**config.mk**
```make
export PLATFORM = sky130hd
export DESIGN_NAME = ompl_exec
export DESIGN_NICKNAME = d
export VERILOG_FILES = /design/src/rtl/ompl_pkg.sv /design/src/rtl/ompl_decode.sv /design/src/rtl/ompl_exec.sv
export SDC_FILE = /design/constraint.sdc
export NUM_CORES = 1
export LEC_CHECK = 0
export CORE_UTILIZATION = 60
export DETAILED_ROUTE_END_ITERATION = 8
export DONT_BUFFER_PORTS = 1
export PLACE_DENSITY = 0.73
export SLEW_MARGIN = 20
export SYNTH_ARGS = -nofsm -noshare
export SYNTH_HDL_FRONTEND = slang
export SYNTH_SLANG_ARGS = --single-unit
```
**constraint.sdc**
```tcl
create_clock -name CORE_CLK -period 4.05 [get_ports CORE_CLK]
set_clock_uncertainty 0.1 [all_clocks]
set_input_delay 0.6075 -clock CORE_CLK [delete_from_list [all_inputs] [get_ports CORE_CLK]]
set_output_delay 0.6075 -clock CORE_CLK [all_outputs]
set_load 0.02 [all_outputs]
```
**src/rtl/ompl_pkg.sv**
```systemverilog
// Package: constants and types for the OR / move / pointer-load execute block
// Functional notes
// - OR opcode 000100da: W OR file byte
// - d=0 sends result to working register
// - d=1 writes result back to file
// - a=0 uses fixed access bank, ignores bank
// - a=1 forms address from bank select register
// - 8-bit file field spans whole bank
// - Move opcode 010100da copies byte unaltered
// - Pointer load writes 12-bit literal, high nibble
// - 2-bit select picks one of three pointers
// - Two words: 1110111000ffkkkk then 11110000kkkkkkkk
package ompl_pkg;

    // Widths
    localparam int DATA_W = 8;
    localparam int ADDR_W = 12;
    localparam int WORD_W = 16;
    localparam int BANK_W = 4;
    localparam int PTR_COUNT = 3;
    localparam int REG_AW = 4;
    localparam int REG_DW = 16;

    // Opcode prefixes, compared against the top bits of a word
    localparam logic [5:0] OP_OR_PFX = 6'h04;
    localparam logic [5:0] OP_MOVE_PFX = 6'h14;
    localparam logic [9:0] OP_LDPTR_PFX = 10'h3b8;
    localparam logic [7:0] OP_SECOND_PFX = 8'hf0;

    // Fixed access bank: low half from bank 0, upper half from the top bank
    localparam logic [7:0] ACCESS_SPLIT = 8'h80;
    localparam logic [BANK_W-1:0] ACCESS_LO_BANK = 4'h0;
    localparam logic [BANK_W-1:0] ACCESS_HI_BANK = 4'hf;

    // Phases of the four-phase instruction cycle
    localparam logic [1:0] PH_DECODE = 2'h0;
    localparam logic [1:0] PH_READ = 2'h1;
    localparam logic [1:0] PH_PROC = 2'h2;
    localparam logic [1:0] PH_WRITE = 2'h3;

    // Register offsets (pointer i sits at REG_PTR0 + i)
    localparam logic [REG_AW-1:0] REG_CTRL = 4'h0;
    localparam logic [REG_AW-1:0] REG_STATUS = 4'h1;
    localparam logic [REG_AW-1:0] REG_PTR0 = 4'h2;

    // Control and status fields
    localparam int CTRL_EN_BIT = 0;
    localparam logic [REG_DW-1:0] CTRL_RESET = 16'h0001;
    localparam int ST_N_BIT = 0;
    localparam int ST_Z_BIT = 1;
    localparam int ST_PEND_BIT = 2;
    localparam int ST_BADSEL_BIT = 3;
    localparam int ST_BADSEC_BIT = 4;

    // Decoded operation class
    typedef enum logic [1:0] {
        OPC_NONE = 2'b00,
        OPC_OR = 2'b01,
        OPC_MOVE = 2'b10,
        OPC_LDPTR = 2'b11
    } ompl_op_t;

    // Word expected next
    typedef enum logic {
        ST_WORD1 = 1'b0,
        ST_WORD2 = 1'b1
    } ompl_state_t;

endpackage

```
**src/rtl/ompl_decode.sv**
```systemverilog
// Combinational decoder for one instruction word
module ompl_decode (
    // Word in
    input wire logic [ompl_pkg::WORD_W-1:0] word,
    // Decoded fields
    output ompl_pkg::ompl_op_t op,
    output logic dest_file,
    output logic use_bank,
    output logic [7:0] file_addr,
    output logic [1:0] ptr_sel,
    output logic [3:0] lit_high,
    output logic [7:0] lit_low,
    output logic is_second
);
    import ompl_pkg::*;

    // Field extraction; fields are meaningless for a non-matching op
    assign dest_file = word[9];
    assign use_bank = word[8];
    assign file_addr = word[7:0];
    assign ptr_sel = word[5:4];
    assign lit_high = word[3:0];
    assign lit_low = word[7:0];
    assign is_second = (word[15:8] == OP_SECOND_PFX);

    // Operation class from the opcode prefix
    always_comb begin
        if (word[15:10] == OP_OR_PFX) begin
            op = OPC_OR;
        end else if (word[15:10] == OP_MOVE_PFX) begin
            op = OPC_MOVE;
        end else if (word[15:6] == OP_LDPTR_PFX) begin
            op = OPC_LDPTR;
        end else begin
            op = OPC_NONE;
        end
    end

endmodule

```
**src/rtl/ompl_exec.sv**
```systemverilog
// Execute unit for OR-with-file, move-file and two-word pointer load
//
// Added by the designer: the strobed register port and the address map.
module ompl_exec #(
    parameter int NUM_PTR = ompl_pkg::PTR_COUNT
) (
    // Clock, reset, enable
    input wire logic CORE_CLK,
    input wire logic RST_N,
    input wire logic CLK_EN,
    // Instruction stream, sampled in the decode phase
    input wire logic [ompl_pkg::WORD_W-1:0] INSTR_WORD,
    input wire logic INSTR_VALID,
    output logic [1:0] Q_PHASE,
    // Core state
    input wire logic [ompl_pkg::DATA_W-1:0] W_IN,
    input wire logic [ompl_pkg::BANK_W-1:0] BANK_SEL_IN,
    output logic W_WR,
    output logic [ompl_pkg::DATA_W-1:0] W_DATA,
    output logic FLAG_WR,
    output logic FLAG_N,
    output logic FLAG_Z,
    // Data memory
    output logic MEM_RD,
    output logic MEM_WR,
    output logic [ompl_pkg::ADDR_W-1:0] MEM_ADDR,
    output logic [ompl_pkg::DATA_W-1:0] MEM_WDATA,
    input wire logic [ompl_pkg::DATA_W-1:0] MEM_RDATA,
    // Indirect pointers
    output logic [NUM_PTR-1:0][ompl_pkg::ADDR_W-1:0] INDIRECT_POINTER,
    // Register port
    input wire logic [ompl_pkg::REG_AW-1:0] REG_ADDR,
    input wire logic [ompl_pkg::REG_DW-1:0] REG_WDATA,
    input wire logic REG_WR,
    input wire logic REG_RD,
    output logic [ompl_pkg::REG_DW-1:0] REG_RDATA
);
    import ompl_pkg::*;

    // Operand address: access bank when a=0, bank select register when a=1
    function automatic logic [ADDR_W-1:0] form_addr(input logic banked, input logic [7:0] f,
                                                    input logic [BANK_W-1:0] bank);
        logic [BANK_W-1:0] hi;
        hi = bank;
        if (!banked) begin
            hi = (f < ACCESS_SPLIT) ? ACCESS_LO_BANK : ACCESS_HI_BANK;
        end
        form_addr = {hi, f};
    endfunction

    // Whole-word value of a pointer read
    function automatic logic [REG_DW-1:0] widen12(input logic [ADDR_W-1:0] v);
        widen12 = {{(REG_DW - ADDR_W){1'b0}}, v};
    endfunction

    logic [1:0] q_ff;
    logic [WORD_W-1:0] ir_ff;
    logic ir_vld_ff;
    ompl_state_t state_ff;
    logic [1:0] psel_ff;
    logic mem_rd_ff;
    logic mem_wr_ff;
    logic w_wr_ff;
    logic flag_wr_ff;
    logic flag_n_ff;
    logic flag_z_ff;
    logic [ADDR_W-1:0] mem_addr_ff;
    logic [DATA_W-1:0] res_ff;
    logic [REG_DW-1:0] ctrl_ff;
    logic bad_sel_ff;
    logic bad_sec_ff;
    logic [REG_DW-1:0] rdata_ff;
    logic [ADDR_W-1:0] ptr_ff [NUM_PTR];
    ompl_op_t last_op_ff;

    ompl_op_t op;
    logic dest_file;
    logic use_bank;
    logic [7:0] file_addr;
    logic [1:0] ptr_sel;
    logic [3:0] lit_high;
    logic [7:0] lit_low;
    logic is_second;
    logic byte_op;
    logic ptr_hi_we;
    logic ptr_lo_we;
    logic sel_ok;
    logic [DATA_W-1:0] nxt_res;

    ompl_decode u_decode (
        .word(ir_ff),
        .op(op),
        .dest_file(dest_file),
        .use_bank(use_bank),
        .file_addr(file_addr),
        .ptr_sel(ptr_sel),
        .lit_high(lit_high),
        .lit_low(lit_low),
        .is_second(is_second)
    );

    // Qualified decode terms
    assign byte_op = ir_vld_ff && (state_ff == ST_WORD1) && (op == OPC_OR || op == OPC_MOVE);
    assign sel_ok = ({30'h0, ptr_sel} < NUM_PTR);
    assign ptr_hi_we = (q_ff == PH_WRITE) && ir_vld_ff && (state_ff == ST_WORD1)
                       && (op == OPC_LDPTR) && sel_ok;
    assign ptr_lo_we = (q_ff == PH_WRITE) && ir_vld_ff && (state_ff == ST_WORD2) && is_second;

    // Result: OR for the OR op, plain copy for move
    always_comb begin
        nxt_res = MEM_RDATA;
        if (op == OPC_OR) begin
            nxt_res = W_IN | MEM_RDATA;
        end
    end

    // Phase counter; CLK_EN low freezes the whole cycle
    always_ff @(posedge CORE_CLK) begin
        if (!RST_N) begin
            q_ff <= PH_DECODE;
        end else if (CLK_EN) begin
            q_ff <= q_ff + 2'h1;
        end
    end

    // Instruction capture in the decode phase
    always_ff @(posedge CORE_CLK) begin
        if (!RST_N) begin
            ir_ff <= 16'h0000;
            ir_vld_ff <= 1'b0;
        end else if (CLK_EN && q_ff == PH_DECODE) begin
            ir_ff <= INSTR_WORD;
            ir_vld_ff <= INSTR_VALID && ctrl_ff[CTRL_EN_BIT];
        end
    end

    // Two-word sequencing; a missing second word simply keeps us waiting
    always_ff @(posedge CORE_CLK) begin
        if (!RST_N) begin
            state_ff <= ST_WORD1;
            psel_ff <= 2'h0;
        end else if (CLK_EN && q_ff == PH_WRITE && ir_vld_ff) begin
            case (state_ff)
                ST_WORD1: begin
                    if (op == OPC_LDPTR) begin
                        state_ff <= ST_WORD2;
                        psel_ff <= ptr_sel;
                    end
                end
                ST_WORD2: begin
                    state_ff <= ST_WORD1;
                end
                default: begin
                    state_ff <= ST_WORD1;
                end
            endcase
        end
    end

    // Operand read: strobe stands during the process phase only
    always_ff @(posedge CORE_CLK) begin
        if (!RST_N) begin
            mem_rd_ff <= 1'b0;
            mem_addr_ff <= 12'h000;
        end else if (CLK_EN) begin
            mem_rd_ff <= (q_ff == PH_READ) && byte_op;
            if (q_ff == PH_READ && byte_op) begin
                mem_addr_ff <= form_addr(use_bank, file_addr, BANK_SEL_IN);
            end
        end
    end

    // Result routing at the end of the cycle, one-cycle strobes
    always_ff @(posedge CORE_CLK) begin
        if (!RST_N) begin
            w_wr_ff <= 1'b0;
            mem_wr_ff <= 1'b0;
            res_ff <= 8'h00;
            last_op_ff <= OPC_NONE;
        end else if (CLK_EN) begin
            w_wr_ff <= (q_ff == PH_WRITE) && byte_op && !dest_file;
            mem_wr_ff <= (q_ff == PH_WRITE) && byte_op && dest_file;
            if (q_ff == PH_WRITE && byte_op) begin
                res_ff <= nxt_res;
                last_op_ff <= op;
            end
        end
    end

    // Flags follow the byte result; pointer loads leave them alone
    always_ff @(posedge CORE_CLK) begin
        if (!RST_N) begin
            flag_wr_ff <= 1'b0;
            flag_n_ff <= 1'b0;
            flag_z_ff <= 1'b0;
        end else if (CLK_EN) begin
            flag_wr_ff <= (q_ff == PH_WRITE) && byte_op;
            if (q_ff == PH_WRITE && byte_op) begin
                flag_n_ff <= nxt_res[DATA_W-1];
                flag_z_ff <= (nxt_res == 8'h00);
            end
        end
    end

    // One pointer per select code below NUM_PTR; high nibble first, low byte one instruction cycle later
    for (genvar i = 0; i < NUM_PTR; i++) begin : g_ptr
        always_ff @(posedge CORE_CLK) begin
            if (!RST_N) begin
                ptr_ff[i] <= 12'h000;
            end else if (CLK_EN) begin
                if (ptr_hi_we && ptr_sel == 2'(i)) begin
                    ptr_ff[i][ADDR_W-1:8] <= lit_high;
                end
                if (ptr_lo_we && psel_ff == 2'(i)) begin
                    ptr_ff[i][7:0] <= lit_low;
                end
            end
        end
        assign INDIRECT_POINTER[i] = ptr_ff[i];
    end

    // Sticky errors: bad select code, second word without its prefix.
    // Setting wins over a software clear in the same cycle.
    always_ff @(posedge CORE_CLK) begin
        if (!RST_N) begin
            bad_sel_ff <= 1'b0;
            bad_sec_ff <= 1'b0;
        end else if (CLK_EN) begin
            if ((q_ff == PH_WRITE) && ir_vld_ff && state_ff == ST_WORD1 && op == OPC_LDPTR && !sel_ok) begin
                bad_sel_ff <= 1'b1;
            end else if (REG_WR && REG_ADDR == REG_STATUS && REG_WDATA[ST_BADSEL_BIT]) begin
                bad_sel_ff <= 1'b0;
            end
            if ((q_ff == PH_WRITE) && ir_vld_ff && state_ff == ST_WORD2 && !is_second) begin
                bad_sec_ff <= 1'b1;
            end else if (REG_WR && REG_ADDR == REG_STATUS && REG_WDATA[ST_BADSEC_BIT]) begin
                bad_sec_ff <= 1'b0;
            end
        end
    end

    // Control register write
    always_ff @(posedge CORE_CLK) begin
        if (!RST_N) begin
            ctrl_ff <= CTRL_RESET;
        end else if (CLK_EN && REG_WR && REG_ADDR == REG_CTRL) begin
            ctrl_ff <= REG_WDATA & CTRL_RESET;
        end
    end

    // Register read, data in the following cycle only; unmapped reads zero
    always_ff @(posedge CORE_CLK) begin
        if (!RST_N) begin
            rdata_ff <= 16'h0000;
        end else if (CLK_EN) begin
            rdata_ff <= 16'h0000;
            if (REG_RD) begin
                if (REG_ADDR == REG_CTRL) begin
                    rdata_ff <= ctrl_ff;
                end else if (REG_ADDR == REG_STATUS) begin
                    rdata_ff <= {11'h000, bad_sec_ff, bad_sel_ff, state_ff == ST_WORD2, flag_z_ff, flag_n_ff};
                end else begin
                    for (int k = 0; k < NUM_PTR; k++) begin
                        if (REG_ADDR == REG_PTR0 + 4'(k)) begin
                            rdata_ff <= widen12(ptr_ff[k]);
                        end
                    end
                end
            end
        end
    end

    // Outputs straight from flops
    assign Q_PHASE = q_ff;
    assign W_WR = w_wr_ff;
    assign W_DATA = res_ff;
    assign MEM_WDATA = res_ff;
    assign MEM_WR = mem_wr_ff;
    assign MEM_RD = mem_rd_ff;
    assign MEM_ADDR = mem_addr_ff;
    assign FLAG_WR = flag_wr_ff;
    assign FLAG_N = flag_n_ff;
    assign FLAG_Z = flag_z_ff;
    assign REG_RDATA = rdata_ff;

    // OR result is W with the read byte
    or_result_a: assert property (@(posedge CORE_CLK) disable iff (!RST_N)
        (CLK_EN && q_ff == PH_WRITE && byte_op && op == OPC_OR)
        |=> (res_ff == ($past(W_IN) | $past(MEM_RDATA))))
        else $error("OR result mismatch");

    // Working register destination never touches the file
    dest_w_a: assert property (@(posedge CORE_CLK) disable iff (!RST_N)
        W_WR |-> (!MEM_WR && !$past(dest_file)))
        else $error("W destination also wrote file");

    // File write lands two cycles after its read, same address
    dest_file_a: assert property (@(posedge CORE_CLK) disable iff (!RST_N)
        (MEM_WR && CLK_EN && $past(CLK_EN) && $past(CLK_EN, 2))
        |-> ($past(MEM_RD, 2) && MEM_ADDR == $past(MEM_ADDR, 2)))
        else $error("file write without matching read");

    // Access bank ignores bank select
    access_bank_a: assert property (@(posedge CORE_CLK) disable iff (!RST_N)
        (MEM_RD && !use_bank)
        |-> (MEM_ADDR[ADDR_W-1:8] == ((file_addr < ACCESS_SPLIT) ? ACCESS_LO_BANK : ACCESS_HI_BANK)))
        else $error("access bank address wrong");

    // Banked address uses bank select and the full file field
    banked_addr_a: assert property (@(posedge CORE_CLK) disable iff (!RST_N)
        ($rose(MEM_RD) && use_bank) |-> (MEM_ADDR == {$past(BANK_SEL_IN), file_addr}))
        else $error("banked address wrong");

    // Move hands the byte over unaltered
    move_copy_a: assert property (@(posedge CORE_CLK) disable iff (!RST_N)
        (CLK_EN && q_ff == PH_WRITE && byte_op && op == OPC_MOVE) |=> (res_ff == $past(MEM_RDATA)))
        else $error("move altered data");

    // High nibble written from the first word
    ptr_high_a: assert property (@(posedge CORE_CLK) disable iff (!RST_N)
        (CLK_EN && ptr_hi_we) |=> (ptr_ff[$past(ptr_sel)][ADDR_W-1:8] == $past(lit_high)))
        else $error("pointer high nibble not loaded");

    // Second word pending for a whole instruction cycle
    two_word_a: assert property (@(posedge CORE_CLK) disable iff (!RST_N)
        $rose(state_ff == ST_WORD2) |-> (state_ff == ST_WORD2) [*4])
        else $error("pointer load did not span two cycles");

    // Flags match the result, never from a pointer load
    flags_a: assert property (@(posedge CORE_CLK) disable iff (!RST_N)
        FLAG_WR |-> (FLAG_Z == (res_ff == 8'h00) && FLAG_N == res_ff[DATA_W-1] && last_op_ff != OPC_LDPTR))
        else $error("flags do not match result");

    // Result strobes last one cycle
    one_cycle_a: assert property (@(posedge CORE_CLK) disable iff (!RST_N)
        ((W_WR || MEM_WR) && CLK_EN) |=> !(W_WR || MEM_WR))
        else $error("result strobe longer than a cycle");

    // Pointer loads leave the flags alone
    ld_flags_a: assert property (@(posedge CORE_CLK) disable iff (!RST_N)
        (CLK_EN && (ptr_hi_we || ptr_lo_we)) |=> (!FLAG_WR && $stable(FLAG_N) && $stable(FLAG_Z)))
        else $error("pointer load touched the flags");

    // Low byte comes from the second word, into the pointer chosen by the first
    ptr_low_a: assert property (@(posedge CORE_CLK) disable iff (!RST_N)
        (CLK_EN && ptr_lo_we && (32'(psel_ff) < NUM_PTR)) |=> (ptr_ff[$past(psel_ff)][7:0] == $past(lit_low)))
        else $error("pointer low byte not loaded");

endmodule

```
Yosys cells after proc, flatten, opt, wreduce, memory -nomap -nowiden. Memories as Yosys holds them, arrays and structs flattened. Cells that the tools add are included.

Shift operators: 0. Bitwise gates (word level): 8. Multiply operators: 0. Order comparisons: 2. Divide/modulo/power cells: 0. $add $sub $neg: 1. Eq/ne operators: 17. Multiplexer cells: 49. Reductions and logical operators: 45.

Operators with widths (count): $mux 16 (5); $mux 8 (4); $mux 1 (30); $logic_and 1x1->1 (29); $mux 4 (5); $mux 12 (1); $eq 10x10->1 const B (1); $eq 2x2->1 const B (5); $eq 2x1->1 const B (4); $eq 4x2->1 const B (2); $eq 8x8->1 const B (1); $logic_not 8->1 (1); $lt 8x8->1 const B (1); $or 8x8->8 (1); $reduce_and 2->1 (4); $eq 6x3->1 const B (1); $eq 6x5->1 const B (1); $logic_not 2->1 (3); $mux 2 (3); $or 1x1->1 (6); $eq 4x1->1 const B (1); $eq 4x3->1 const B (1); $logic_not 4->1 (1); $reduce_bool 2->1 (2); 7 further kinds (9).

Memory bits (read-only): 0. Bits in registers: 67. Input bits: 62. Memory bits (writable): 36. Memories kept: 1. Bits in latches: 0. Word-level logic and storage cells: 140. Output and inout port bits: 88.

Memory list: ptr_ff (depth 3, width 12, rd ports 3, clocked after Yosys merged registers in 0, wr ports 3, RTL line ompl_exec.sv:73) `logic [ADDR_W-1:0] ptr_ff [NUM_PTR];`.

Logic depth before layout (Yosys ltp). Gate-level depths: netlist (run 1).

Depth in word-level cells: 13. Depth in mapped cells: 10. Depth with buffers taken out: 8.

Cells and area by module. A second synthesis (run 1) with hierarchy kept.

Cell total of the unflattened synthesis: 480. Area, all modules: 4710.8 um2.

Modules (own cells, without submodules): ompl_exec (seq. area each 2322.2 um2, area each 4451.8 um2, instances 1, cells each 445); ompl_decode (seq. area each 0.0 um2, area each 259.0 um2, instances 1, cells each 35).

Worst setup path before layout (run 1). No wires, ideal clock.

Path type: reg2reg. Start: register ir_ff[12]. End: memory ptr_ff[1][10], enable pin. Required time: 3589 ps. Slack: 1503 ps. Cell stages (with the launch flop): 8. Arrival: 2086 ps. Library setup time: 361 ps. Path buffers: 0. Cell sequence: dfxtp_1 > or3b_4 > nor4_4 > or2_2 > ha_1 > nor2b_1 > nand3_1 > o21ai_0.

RTL lines: from (decl) (RTL line ompl_exec.sv:57) `logic [WORD_W-1:0] ir_ff;`; from (signal assigned) (RTL line ompl_exec.sv:129) `ir_ff <= 16'h0000;`; from (signal assigned) (RTL line ompl_exec.sv:132) `ir_ff <= INSTR_WORD;`; to (decl) (RTL line ompl_exec.sv:73).

==> results of run 1 <==
## worst min-delay path by stage
stage / cells after the start / end / start / slack, ps
2_1_floorplan: 2 / ir_ff[12]$_SDFFE_PN0P_ / ir_ff[12]$_SDFFE_PN0P_ / 350
5_1_grt: 1 / ctrl_ff[0]$_SDFFE_PN1P_ / RST_N / 200
6_report: 1 / ctrl_ff[0]$_SDFFE_PN1P_ / RST_N / 230
4_1_cts: 1 / ctrl_ff[0]$_SDFFE_PN1P_ / RST_N / 200
3_5_place_dp: 2 / ir_ff[10]$_SDFFE_PN0P_ / ir_ff[10]$_SDFFE_PN0P_ / 380
3_3_place_gp: 2 / ir_vld_ff$_SDFFE_PN0P_ / ir_vld_ff$_SDFFE_PN0P_ / 370
## cells by family (layout without fill, tap and decap cells)
group	Yosys count	in the layout	synth area share [%]
AOI/OAI and AO/OA	111	111	17.2
adders and majority gates	4	4	1.14
DFF	98	98	53.0
muxes	10	10	2.28
xor gates and xnor gates	1	1	0.200
other	1	4	0.0855
buffers and inverters	40	21	4.74
and+or+nand+nor	190	190	21.4
## per-stage QoR
stage | hold slack, ps | setup WS (ps) | cell area [sq um] | util [%] | power (mW)
2_1_floorplan | 352 | 1500 | 4400 | - | 1.21
3_3_place_gp | 368 | 1140 | 4330 | 62.3 | 1.22
3_5_place_dp | 379 | 1090 | 4330 | 62.3 | 1.22
4_1_cts | 203 | 1070 | 4520 | 65.1 | 1.83
5_1_grt | 201 | 803 | 4520 | 65.1 | 1.89
6_report | 230 | 1090 | 4520 | 65.1 | 1.82
## flip-flops by register name, summed over array words and instances (netlist names), 2 cells and up
signal     flops
ptr_ff        36
ir_ff         16
MEM_ADDR      12
REG_RDATA     12
MEM_WDATA      8
Q_PHASE        2
psel_ff        2
## layout make-up
type | instances | area share, %
clock buffer | 10 | 2.82
inverter | 5 | 0.415
clock inverter | 6 | 1.44
multi-input combinational | 320 | 41.3
sequential | 98 | 51.4
tap | 96 | 2.66
## metal layers
layer	track usage, %	vias up
li1	-	1534
met1	29.8	1479
met2	41.1	113
met3	5.88	11
met4	12.1	0
met5	0	-
## power breakdown
part           switching [mW]  leakage [nW]  internal (mW)
logic                  0.0557         0.690         0.0379
clock network           0.336        0.0971          0.288
registers              0.0557         0.861           1.05
total                   0.447          1.65           1.38
## cell usage after synthesis, types with 4 or more instances
cell type	number
nand2_1	82
dfxtp_1	62
nor2_1	39
edfxtp_1	36
a21boi_0	28
o21ai_0	27
and2_1	17
clkbuf_1	16
a21oi_1	14
buf_4	14
nand2b_1	12
mux2i_1	10
a21boi_1	9
nand3_1	9
o211a_1	8
o211ai_1	8
a211oi_1	7
a21o_1	5
inv_1	5
nor2b_1	5
nor4_1	5
buf_2	4
ha_1	4
==> summary.txt, run 1 <==
Cells and area
  – Multi-input gate area: between 1500 and 2000 sq um
  – Commonest non-fill, non-tap cell in the layout: nand2_1
  – Nets: 500
  – Layout cells sized above 1: 5.01%
  – Commonest cells after routing, fill and taps aside: 82 x nand2_1, 62 x dfxtp_1, 39 x nor2_1
  – N_diodes: 0
  – Area grow syn2layout: 3.08%
  – Layout Cells excl Fill: approximately 540
  – Number of fill cells: 589
  – Register area: 2320 sq um

STA
  – Final setup fails: 0
  – Final Slew Violations: 0
  – Fin Setup TNS: 0 ps
  – Tmin final: ~3000 ps
  – Unrepaired setup endpoints after global routing: false
  – Slew at the pin closest to its max-slew limit: 670 ps
  – Post-route clock period utilization: around three quarters
  – Final Hold Fails: 0
  – Max Clk Rate: ~0.34 GHz
  – Max-slew headroom: 55.3%

Global route
  – Initial antenna violation count: 0
  – Global-route wire length before repair: roughly 14,000 um
  – Largest net degree at the start of global routing: just under 80
  – Congestion Overflow GR: 0
  – Total track usage: between 20% and 30%
  – Vias in the first global route: slightly below 3,000

Worst setup path
  – Worst Path Max Fanout: 10
  – Slowest cell on the critical path: o21ai_0
  – Worst stage delay on the critical path: ~530 ps
  – Critical Path AT: ~2900 ps
  – Delay-heaviest family, CP: simple AND/OR/NAND/NOR gates
  – Worst Reg-to-Reg Cells: 7
  – Critical path type: reg -> reg
  – Reg2Reg Launch Point: ir_ff[12]$_SDFFE_PN0P_
  – WP depth: 7
  – Worst Setup SP: ir_ff[12]$_SDFFE_PN0P_
  – Worst path cell trace: or3b_4 -> nor4_4 -> or2_2 -> ha_1 -> nor2b_1 -> nand3b_1 -> o21ai_0
  – Crit path to: ptr_ff[2][8]$_SDFFCE_PN0P_
  – Buf/Inv on CP: 0
  – Critical Path Sink Type: register
  – Slack of the worst reg-to-reg path: approximately 1100 ps
  – FF-to-FF End: ptr_ff[2][8]$_SDFFCE_PN0P_
  – Critical Path Source Type: register
  – CP Data Required Time: roughly 4000 ps

Yosys
  – Library cells used by synthesis: between 40 and 50
  – Synthesis-stage register bit count: a little under 100
  – Post-synth EDFFs: 36
  – Top FF cell, synth: dfxtp_1
  – Post-Syn Area: 4390 sq um
  – Leading area contributor after synthesis: dfxtp_1
  – Avg Synthesized Cell Area: around 9.6 sq um
  – Top-area cell type share of the netlist area: between 20 and 30%
  – Area contributors post-synth: dfxtp_1 28%, edfxtp_1 25%, nand2_1 7.0%
  – Seq/Total Area, Yosys: a little over half
  – Cells after Synth: between 400 and 500
  – Asr flop ratio synth: 0%
  – Yosys warning count: 0

Die
  – Area of the die: between 7000 and 8000 sq um
  – Initial Util: 63.2%
  – DIE WIDTH: 87.5 um
  – # rows: 30
  – CORE AREA: 6940 sq um
  – Die Ht: roughly 87 um
  – IO Count: 150

Clock network
  – # resized after CTS: 0
  – Clk root buf: clkbuf_8
  – CTS Buf Count: 9
  – Clk_lat worst skew: 360 ps
  – Clock-pin slew on the worst setup and hold paths: 90 ps
  – Cts-stage hold buffer count: 0
  – Postcts setup bufs: 0
  – CTS tree: yes
  – H-tree depth: 3
  – CTS Sinks: 98
  – Max Root-Sink Buffers: 2

Detailed routing
  – TritonRoute pass-1 iters: 4
  – DRC Markers: 0
  – Met1 WL: 3840 um
  – Vias per inst: around 5.9
  – Met2 wire length: about 4500 um
  – Post-route ant nets: 0
  – First DRT Iteration DRCs: between 150 and 200
  – WL per Instance: between 15 and 20 um
  – Wire length on met3: a little under 700 um
  – Vias: about 3,100
  – Highest routed layer: met4
  – DRT Wirelength: between 9000 and 10,000 um

Placed design
  – Port Buf Inserts: 0
  – Placed cells: 519
  – GP Congestion: 0.854
  – Post-DP HPWL: approximately 6600 um

Run status
  – Status: completed

Pwr
  – Power Density: around 400 nW/um^2
  – P_leak: between 1.5 and 2 nW
  – VDD IR max: ~0.20 mV

Run
  – Max-Cap Viols: 0

Hold path
  – HP Class: in -> reg
Note: power is estimated with default switching activity, not from simulation.
==> run 2, diff against run 1 <==
- ABC_AREA: default -> 1
- CORE_UTILIZATION: 60 -> 57
- PLACE_DENSITY: 0.73 -> 0.72
- clock period: 4.05 -> 2.6 ns (I/O delays scaled with it)
==> summary.txt, run 2 <==
Worst setup path
  – Worst Path Max Fanout: 4 (-6)
  – Crit path top cell by count: nand2_1
  – Worst path cell trace: nand2_1 -> nor3_1 -> nand4_1 -> nand2_1 -> ha_1 -> nand4_2 -> nor2_1 -> inv_1 -> o21ai_0
  – Slowest cell on the critical path: o21ai_0
  – Slack of the worst reg-to-reg path: 360 ps (-730 ps)
  – Worst stage delay on the critical path: 460 ps (-70 ps)
  – CP Data Required Time: 2500 ps (-1450 ps)
  – Critical path type: reg -> reg
  – Critical Path Source Type: register
  – Critical Path Sink Type: register
  – Critical Path AT: 2140 ps (-720 ps)

Clock network
  – # resized after CTS: 0 (unchanged)
  – Postcts setup bufs: 0 (unchanged)
  – Cts-stage hold buffer count: 0 (unchanged)
  – CTS Buf Count: 9 (unchanged)
  – H-tree depth: 3 (unchanged)
  – CTS tree: yes
  – CTS Sinks: 98 (unchanged)
  – Max Root-Sink Buffers: 2 (unchanged)
  – Clock-pin slew on the worst setup and hold paths: 90 ps (about the same)
  – Clk_lat worst skew: 360 ps (about the same)
  – Clk root buf: clkbuf_8

Hold path
  – HP Class: in -> reg

Die
  – CORE AREA: 7290 sq um (+5.0%)
  – IO Count: 150 (unchanged)
  – Initial Util: 59.3% (-3.9 points)
  – Die Ht: 89.1 um (+1.8%)
  – DIE WIDTH: 89.1 um (+1.8%)
  – # rows: 31 (+3.3%)
  – Area of the die: 7940 sq um (+3.7%)

Pwr
  – VDD IR max: 0.394 mV (+93%)
  – P_leak: 1.83 nW (+11%)
  – Power Density: 666 nW/um^2 (+65%)

STA
  – Final setup fails: 0 (unchanged)
  – Tmin final: 2240 ps (-724 ps)
  – Max-slew headroom: 54.4% (-0.87 points)
  – Fin Setup TNS: 0 ps (unchanged)
  – Slew at the pin closest to its max-slew limit: 683 ps (+13.0 ps)
  – Max Clk Rate: 0.446 GHz (+32%)
  – Final Hold Fails: 0 (unchanged)
  – Unrepaired setup endpoints after global routing: false
  – WHS: 25.9 ps (-204 ps)
  – Post-route clock period utilization: 86.2% (+13 points)
  – Final Slew Violations: 0 (unchanged)

Yosys
  – Count leader, synth: nand2_1
  – Avg Synthesized Cell Area: 8.16 sq um (-15%)
  – Leading area contributor after synthesis: dfxtp_1
  – Top cells by count, synth: 110 x nand2_1, 78 x nor2_1, 62 x dfxtp_1
  – Cells after Synth: 530 (+16%)
  – Library cells used by synthesis: 33 (-30%)
  – Post-Syn Area: 4320 sq um (-1.4%)
  – Post-synth EDFFs: 36 (unchanged)
  – Area contributors post-synth: dfxtp_1 29%, edfxtp_1 25%, nand2_1 9.5%
  – Asr flop ratio synth: 0% (unchanged)
  – Top-area cell type share of the netlist area: 28.7% (+0.40 points)
  – Synthesis-stage register bit count: 98 (unchanged)
  – Top FF cell, synth: dfxtp_1
  – Yosys warning count: 0 (unchanged)
  – Seq/Total Area, Yosys: 53.7% (+0.75 points)

Detailed routing
  – TritonRoute pass-1 iters: 5 (+1)
  – Vias: 3,485 (+11%)
  – Vias per inst: 5.53 (-5.7%)
  – First DRT Iteration DRCs: 195 (+7.7%)
  – DRT Wirelength: 10,300 um (+12%)
  – DRC Markers: 0 (unchanged)
  – Post-route ant nets: 0 (unchanged)
  – WL per Instance: 16.3 um (-4.5%)

Cells and area
  – Commonest cells after routing, fill and taps aside: 110 x nand2_1, 78 x nor2_1, 62 x dfxtp_1
  – Nets: 592 (+18%)
  – Multi-input gate area: 1650 sq um (-12%)
  – Commonest non-fill, non-tap cell in the layout: nand2_1
  – Layout cells sized above 1: 8.29% (+3.3 points)
  – Register area: 2320 sq um (unchanged)
  – Area grow syn2layout: 7.03%
  – Biggest register: ptr_ff
  – Biggest regs: ptr_ff: 36 flops, ir_ff: 16 flops
  – Max FFs per register: 36 (unchanged)
  – N_diodes: 0 (unchanged)
  – Number of fill cells: 664 (+13%)

Global route
  – Initial antenna violation count: 0 (unchanged)
  – Global-route wire length before repair: 15,000 um (+5.5%)
  – Total track usage: 26.1% (+1.4 points)
  – Congestion Overflow GR: 0 (unchanged)
  – Largest net degree at the start of global routing: 40 (-48%)
  – Vias in the first global route: 3,032 (+1.6%)

Placed design
  – GP Congestion: 0.838 (-1.8%)
  – Post-DP HPWL: 7640 um (+15%)
  – Port Buf Inserts: 0 (unchanged)

Run status
  – Status: completed

Run
  – Max-Cap Viols: 0 (unchanged)
[run 2: layer usage]
metal / vias to the layer above / part of all wire (%) / GRT usage (%)
met5: - / 0 / 0
met4: 0 / 3.4 / 14.3
met3: 25 / 9.2 / 6.83
met2: 137 / 47 / 40.4
met1: 1610 / 41 / 33.5
li1: 1713 / - / -
[run 2: final cells by class]
type / count / share of cell area (%)
clock buffers: 10 / 2.76
multi-input cells: 353 / 35.6
flip-flops and latches: 98 / 50.2
repair buffers: 15 / 2.43
clock inverters: 6 / 2.43
inverters: 49 / 3.97
well taps: 99 / 2.68
[run 2: kinds of logic (layout without fill, tap and decap cells)]
group	Yosys count	in the layout	synth area share, %
AO/OA/AOI/OAI	100	100	12.2
adder cells (fa/ha/maj)	4	4	1.16
buffers and inverters	82	80	8.51
flip-flops	98	98	53.7
other	1	4	0.0867
AND/OR/NAND/NOR	245	245	24.4
[run 2: final timing paths]
kind / from / to / cells after the start
worst max-delay path: ir_ff[15]$_SDFFE_PN0P_ / ptr_ff[2][11]$_SDFFCE_PN0P_ / 9
worst min-delay path: RST_N / MEM_WDATA[1]$_SDFFE_PN0P_ / 2
worst max register to register: ir_ff[15]$_SDFFE_PN0P_ / ptr_ff[2][11]$_SDFFCE_PN0P_ / 9
worst min register to register: state_ff$_SDFFE_PN0P_ / state_ff$_SDFFE_PN0P_ / 2
[run 2: metrics by stage]
| stage | cells | utilization [%] | worst slack [ps] | total power [mW] | cell area [sq um] |
|---|---|---|---|---|---|
| after CTS | 630 | 63.5 | 363 | 3.09 | 4630 |
| after detailed placement | 614 | 60.2 | 366 | 1.95 | 4390 |
| final | 630 | 63.5 | 359 | 3.08 | 4630 |
| after global routing | 630 | 63.5 | 167 | 3.18 | 4630 |
| after floorplan | 533 | - | 263 | 1.89 | 4340 |
| after global placement | 614 | 60.2 | 444 | 1.94 | 4390 |
[run 2: power breakdown]
| part | switching [mW] | total (mW) | leakage, nW | internal [mW] |
|---|---|---|---|---|
| clock | 0.523 | 1.17 | 0.121 | 0.643 |
| sequential | 0.0700 | 1.71 | 0.875 | 1.64 |
| combinational | 0.152 | 0.210 | 0.836 | 0.0582 |
| total | 0.745 | 3.08 | 1.83 | 2.34 |
[run 2: worst max-delay path: cells and delay by family, from the launching register on]
kind                     cells  cell delay [ps]
AND/OR/NAND/NOR              6              740
AO/OA/AOI/OAI                1              460
flip-flops                   1              380
adder cells (fa/ha/maj)      1              160
buffers and inverters        1               70
==> run 3, diff against run 2 <==
- CORE_MARGIN: default -> 5
- RECOVER_POWER: default -> 100
==> summary.txt, run 3 (same netlist as run 2, synthesis figures left out) <==
STA
  – Final setup fails: 0 (unchanged)
  – Unrepaired setup endpoints after global routing: false
  – Tmin final: 2470 ps (+227 ps)
  – Final Hold Fails: 0 (unchanged)
  – Final Slew Violations: 0 (unchanged)
  – Max-slew headroom: 47.9% (-6.5 points)
  – Slew at the pin closest to its max-slew limit: 779 ps (+95.6 ps)
  – Max Clk Rate: 0.405 GHz (-9.2%)
  – Post-route clock period utilization: 95.0% (+8.7 points)
  – Fin Setup TNS: 0 ps (unchanged)

Pwr
  – VDD IR max: 0.407 mV (+3.4%)
  – Power Density: 634 nW/um^2 (-4.7%)
  – P_leak: 1.78 nW (-3.1%)

Worst setup path
  – Slowest cell on the critical path: or2_0
  – Reg2Reg Launch Point: ir_ff[8]$_SDFFE_PN0P_
  – Critical Path Sink Type: register
  – FF-to-FF End: ptr_ff[1][7]$_SDFFCE_PN0P_
  – Worst Reg-to-Reg Cells: 5 (-4)
  – Worst Path Max Fanout: 8 (+4)
  – Critical Path Source Type: register
  – Buf/Inv on CP: 1 (unchanged)
  – CP Data Required Time: 2490 ps (about the same)
  – Critical path type: reg -> reg
  – Worst path cell trace: inv_1 -> nand2_1 -> nor4b_1 -> and3_1 -> or2_0
  – Delay-heaviest family, CP: simple AND/OR/NAND/NOR gates
  – Critical Path AT: 2360 ps (+220 ps)
  – Worst stage delay on the critical path: 570 ps (+110 ps)
  – Slack of the worst reg-to-reg path: 130 ps (-230 ps)

Die
  – Initial Util: 59.0% (-0.31 points)
  – Area of the die: 9430 sq um (+19%)
  – Die Ht: 97.1 um (+9.0%)
  – CORE AREA: 7330 sq um (+0.53%)
  – DIE WIDTH: 97.1 um (+9.0%)
  – # rows: 31 (unchanged)
  – IO Count: 150 (unchanged)

Hold path
  – Hold Path Origin: RST_N
  – Worst hold stages: 1 (-1)
  – HP Class: in -> reg
  – WHS Endpoint: ctrl_ff[0]$_SDFFE_PN1P_

Cells and area
  – Nets: 593 (+0.17%)
  – Commonest cells after routing, fill and taps aside: 114 x nand2_1, 78 x nor2_1, 62 x dfxtp_1
  – Area grow syn2layout: 4.72%
  – Commonest non-fill, non-tap cell in the layout: nand2_1
  – Biggest regs: ptr_ff: 36 flops, ir_ff: 16 flops
  – Post-route design area: 4530 sq um (-2.2%)
  – Layout cells sized above 1: 5.26% (-3.0 points)
  – Number of fill cells: 672 (+1.2%)
  – Biggest register: ptr_ff
  – N_diodes: 0 (unchanged)
  – Max FFs per register: 36 (unchanged)

Global route
  – Grt met2 use: 36.6% (-3.8 points)
  – Total track usage: 22.8% (-3.3 points)
  – Global-route wire length before repair: 17,200 um (+15%)
  – Vias in the first global route: 3,387 (+12%)
  – GR met1 Demand/Resource: 28.5% (-4.9 points)
  – Initial antenna violation count: 0 (unchanged)
  – Largest net degree at the start of global routing: 40 (unchanged)
  – Congestion Overflow GR: 0 (unchanged)
  – GR met3 Demand/Resource: 8.18% (+1.4 points)
  – Most Crowded Layer GR: met2

Clock network
  – Cts-stage hold buffer count: 0 (unchanged)
  – CTS Buf Count: 9 (unchanged)
  – Postcts setup bufs: 0 (unchanged)
  – CTS tree: yes
  – Max Root-Sink Buffers: 2 (unchanged)
  – Clk root buf: clkbuf_8
  – Clock-pin slew on the worst setup and hold paths: 100 ps (about the same)
  – CTS Sinks: 98 (unchanged)
  – H-tree depth: 3 (unchanged)
  – Clk_lat worst skew: 360 ps (about the same)
  – # resized after CTS: 0 (unchanged)

Detailed routing
  – DRT Wirelength: 10,900 um (+6.0%)
  – Vias: 3,436 (-1.4%)
  – DRC Markers: 0 (unchanged)
  – First DRT Iteration DRCs: 245 (+26%)
  – Post-route ant nets: 0 (unchanged)
  – TritonRoute pass-1 iters: 4 (-1)
  – WL per Instance: 17.3 um (+5.8%)
  – Vias per inst: 5.45 (-1.6%)

Placed design
  – Post-DP HPWL: 8070 um (+5.5%)
  – Placed inst area: 4400 sq um (+0.17%)
  – Port Buf Inserts: 0 (unchanged)
  – GP Congestion: 0.865 (+3.2%)

Run status
  – Status: completed

Run
  – Max-Cap Viols: 0 (unchanged)
-- run 3: cell types whose count changed in the layout (fill, tap and decap cells not counted), moves of 2 or more --
cell and delta:
nand2_2 -4, inv_8 +2, nand2_1 +4, bufinv_16 -3, buf_4 -10, clkbuf_1 +9
clkinv_4 +2
-- run 3: layout make-up --
| cell class | instances | area [sq um] | share of cell area (%) |
|---|---|---|---|
| multi-input combinational | 353 | 1620 | 35.8 |
| clock inverter | 6 | 57.6 | 1.27 |
| clock buffer | 10 | 138 | 3.04 |
| sequential | 98 | 2320 | 51.3 |
| timing repair buffer | 16 | 80.1 | 1.77 |
| tap | 99 | 124 | 2.74 |
| inverter | 49 | 184 | 4.06 |
-- run 3: worst reg2reg max path: stages, from the launching register on --
cell and delay (ps):
dfxtp_1 390, inv_1 130, nand2_1 80, nor4b_1 550, and3_1 290, or2_0 570
-- run 3: worst max-delay path by stage --
stage / startpoint / endpoint / slack, ps / depth (start not counted)
floorplan: Q_PHASE[0]$_SDFFE_PN0P_ / ptr_ff[0][0]$_SDFFCE_PN0P_ / 260 / 7
detailed placement: ir_ff[13]$_SDFFE_PN0P_ / ptr_ff[2][10]$_SDFFCE_PN0P_ / 310 / 9
global placement: ir_ff[15]$_SDFFE_PN0P_ / ptr_ff[2][11]$_SDFFCE_PN0P_ / 420 / 9
global route: ir_ff[8]$_SDFFE_PN0P_ / ptr_ff[1][7]$_SDFFCE_PN0P_ / 40 / 5
CTS: ir_ff[13]$_SDFFE_PN0P_ / ptr_ff[2][10]$_SDFFCE_PN0P_ / 290 / 9
finish: ir_ff[8]$_SDFFE_PN0P_ / ptr_ff[1][7]$_SDFFCE_PN0P_ / 130 / 5
-- run 3: per-layer routing --
layer / vias to the layer above / share of wire, %
li1: 1716 / -
met1: 1587 / 40
met2: 123 / 49
met3: 10 / 9.4
met4: 0 / 1.4
met5: - / 0
-- run 3: through the flow --
stage / utilization (%) / instances / hold WS, ps / power, mW / setup WS, ps
3_5_place_dp: 60.0 / 615 / 362 / 1.95 / 307
4_1_cts: 62.6 / 631 / 4.06 / 2.90 / 295
2_1_floorplan: - / 533 / 340 / 1.89 / 263
3_3_place_gp: 60.0 / 615 / 355 / 1.94 / 423
5_1_grt: 61.8 / 631 / 2.56 / 2.98 / 42.2
6_report: 61.8 / 631 / 23.7 / 2.87 / 131
-- run 3: report_power, final --
part	switching [mW]	internal [mW]
combinational	0.155	0.0532
clock	0.564	0.397
sequential	0.0682	1.64
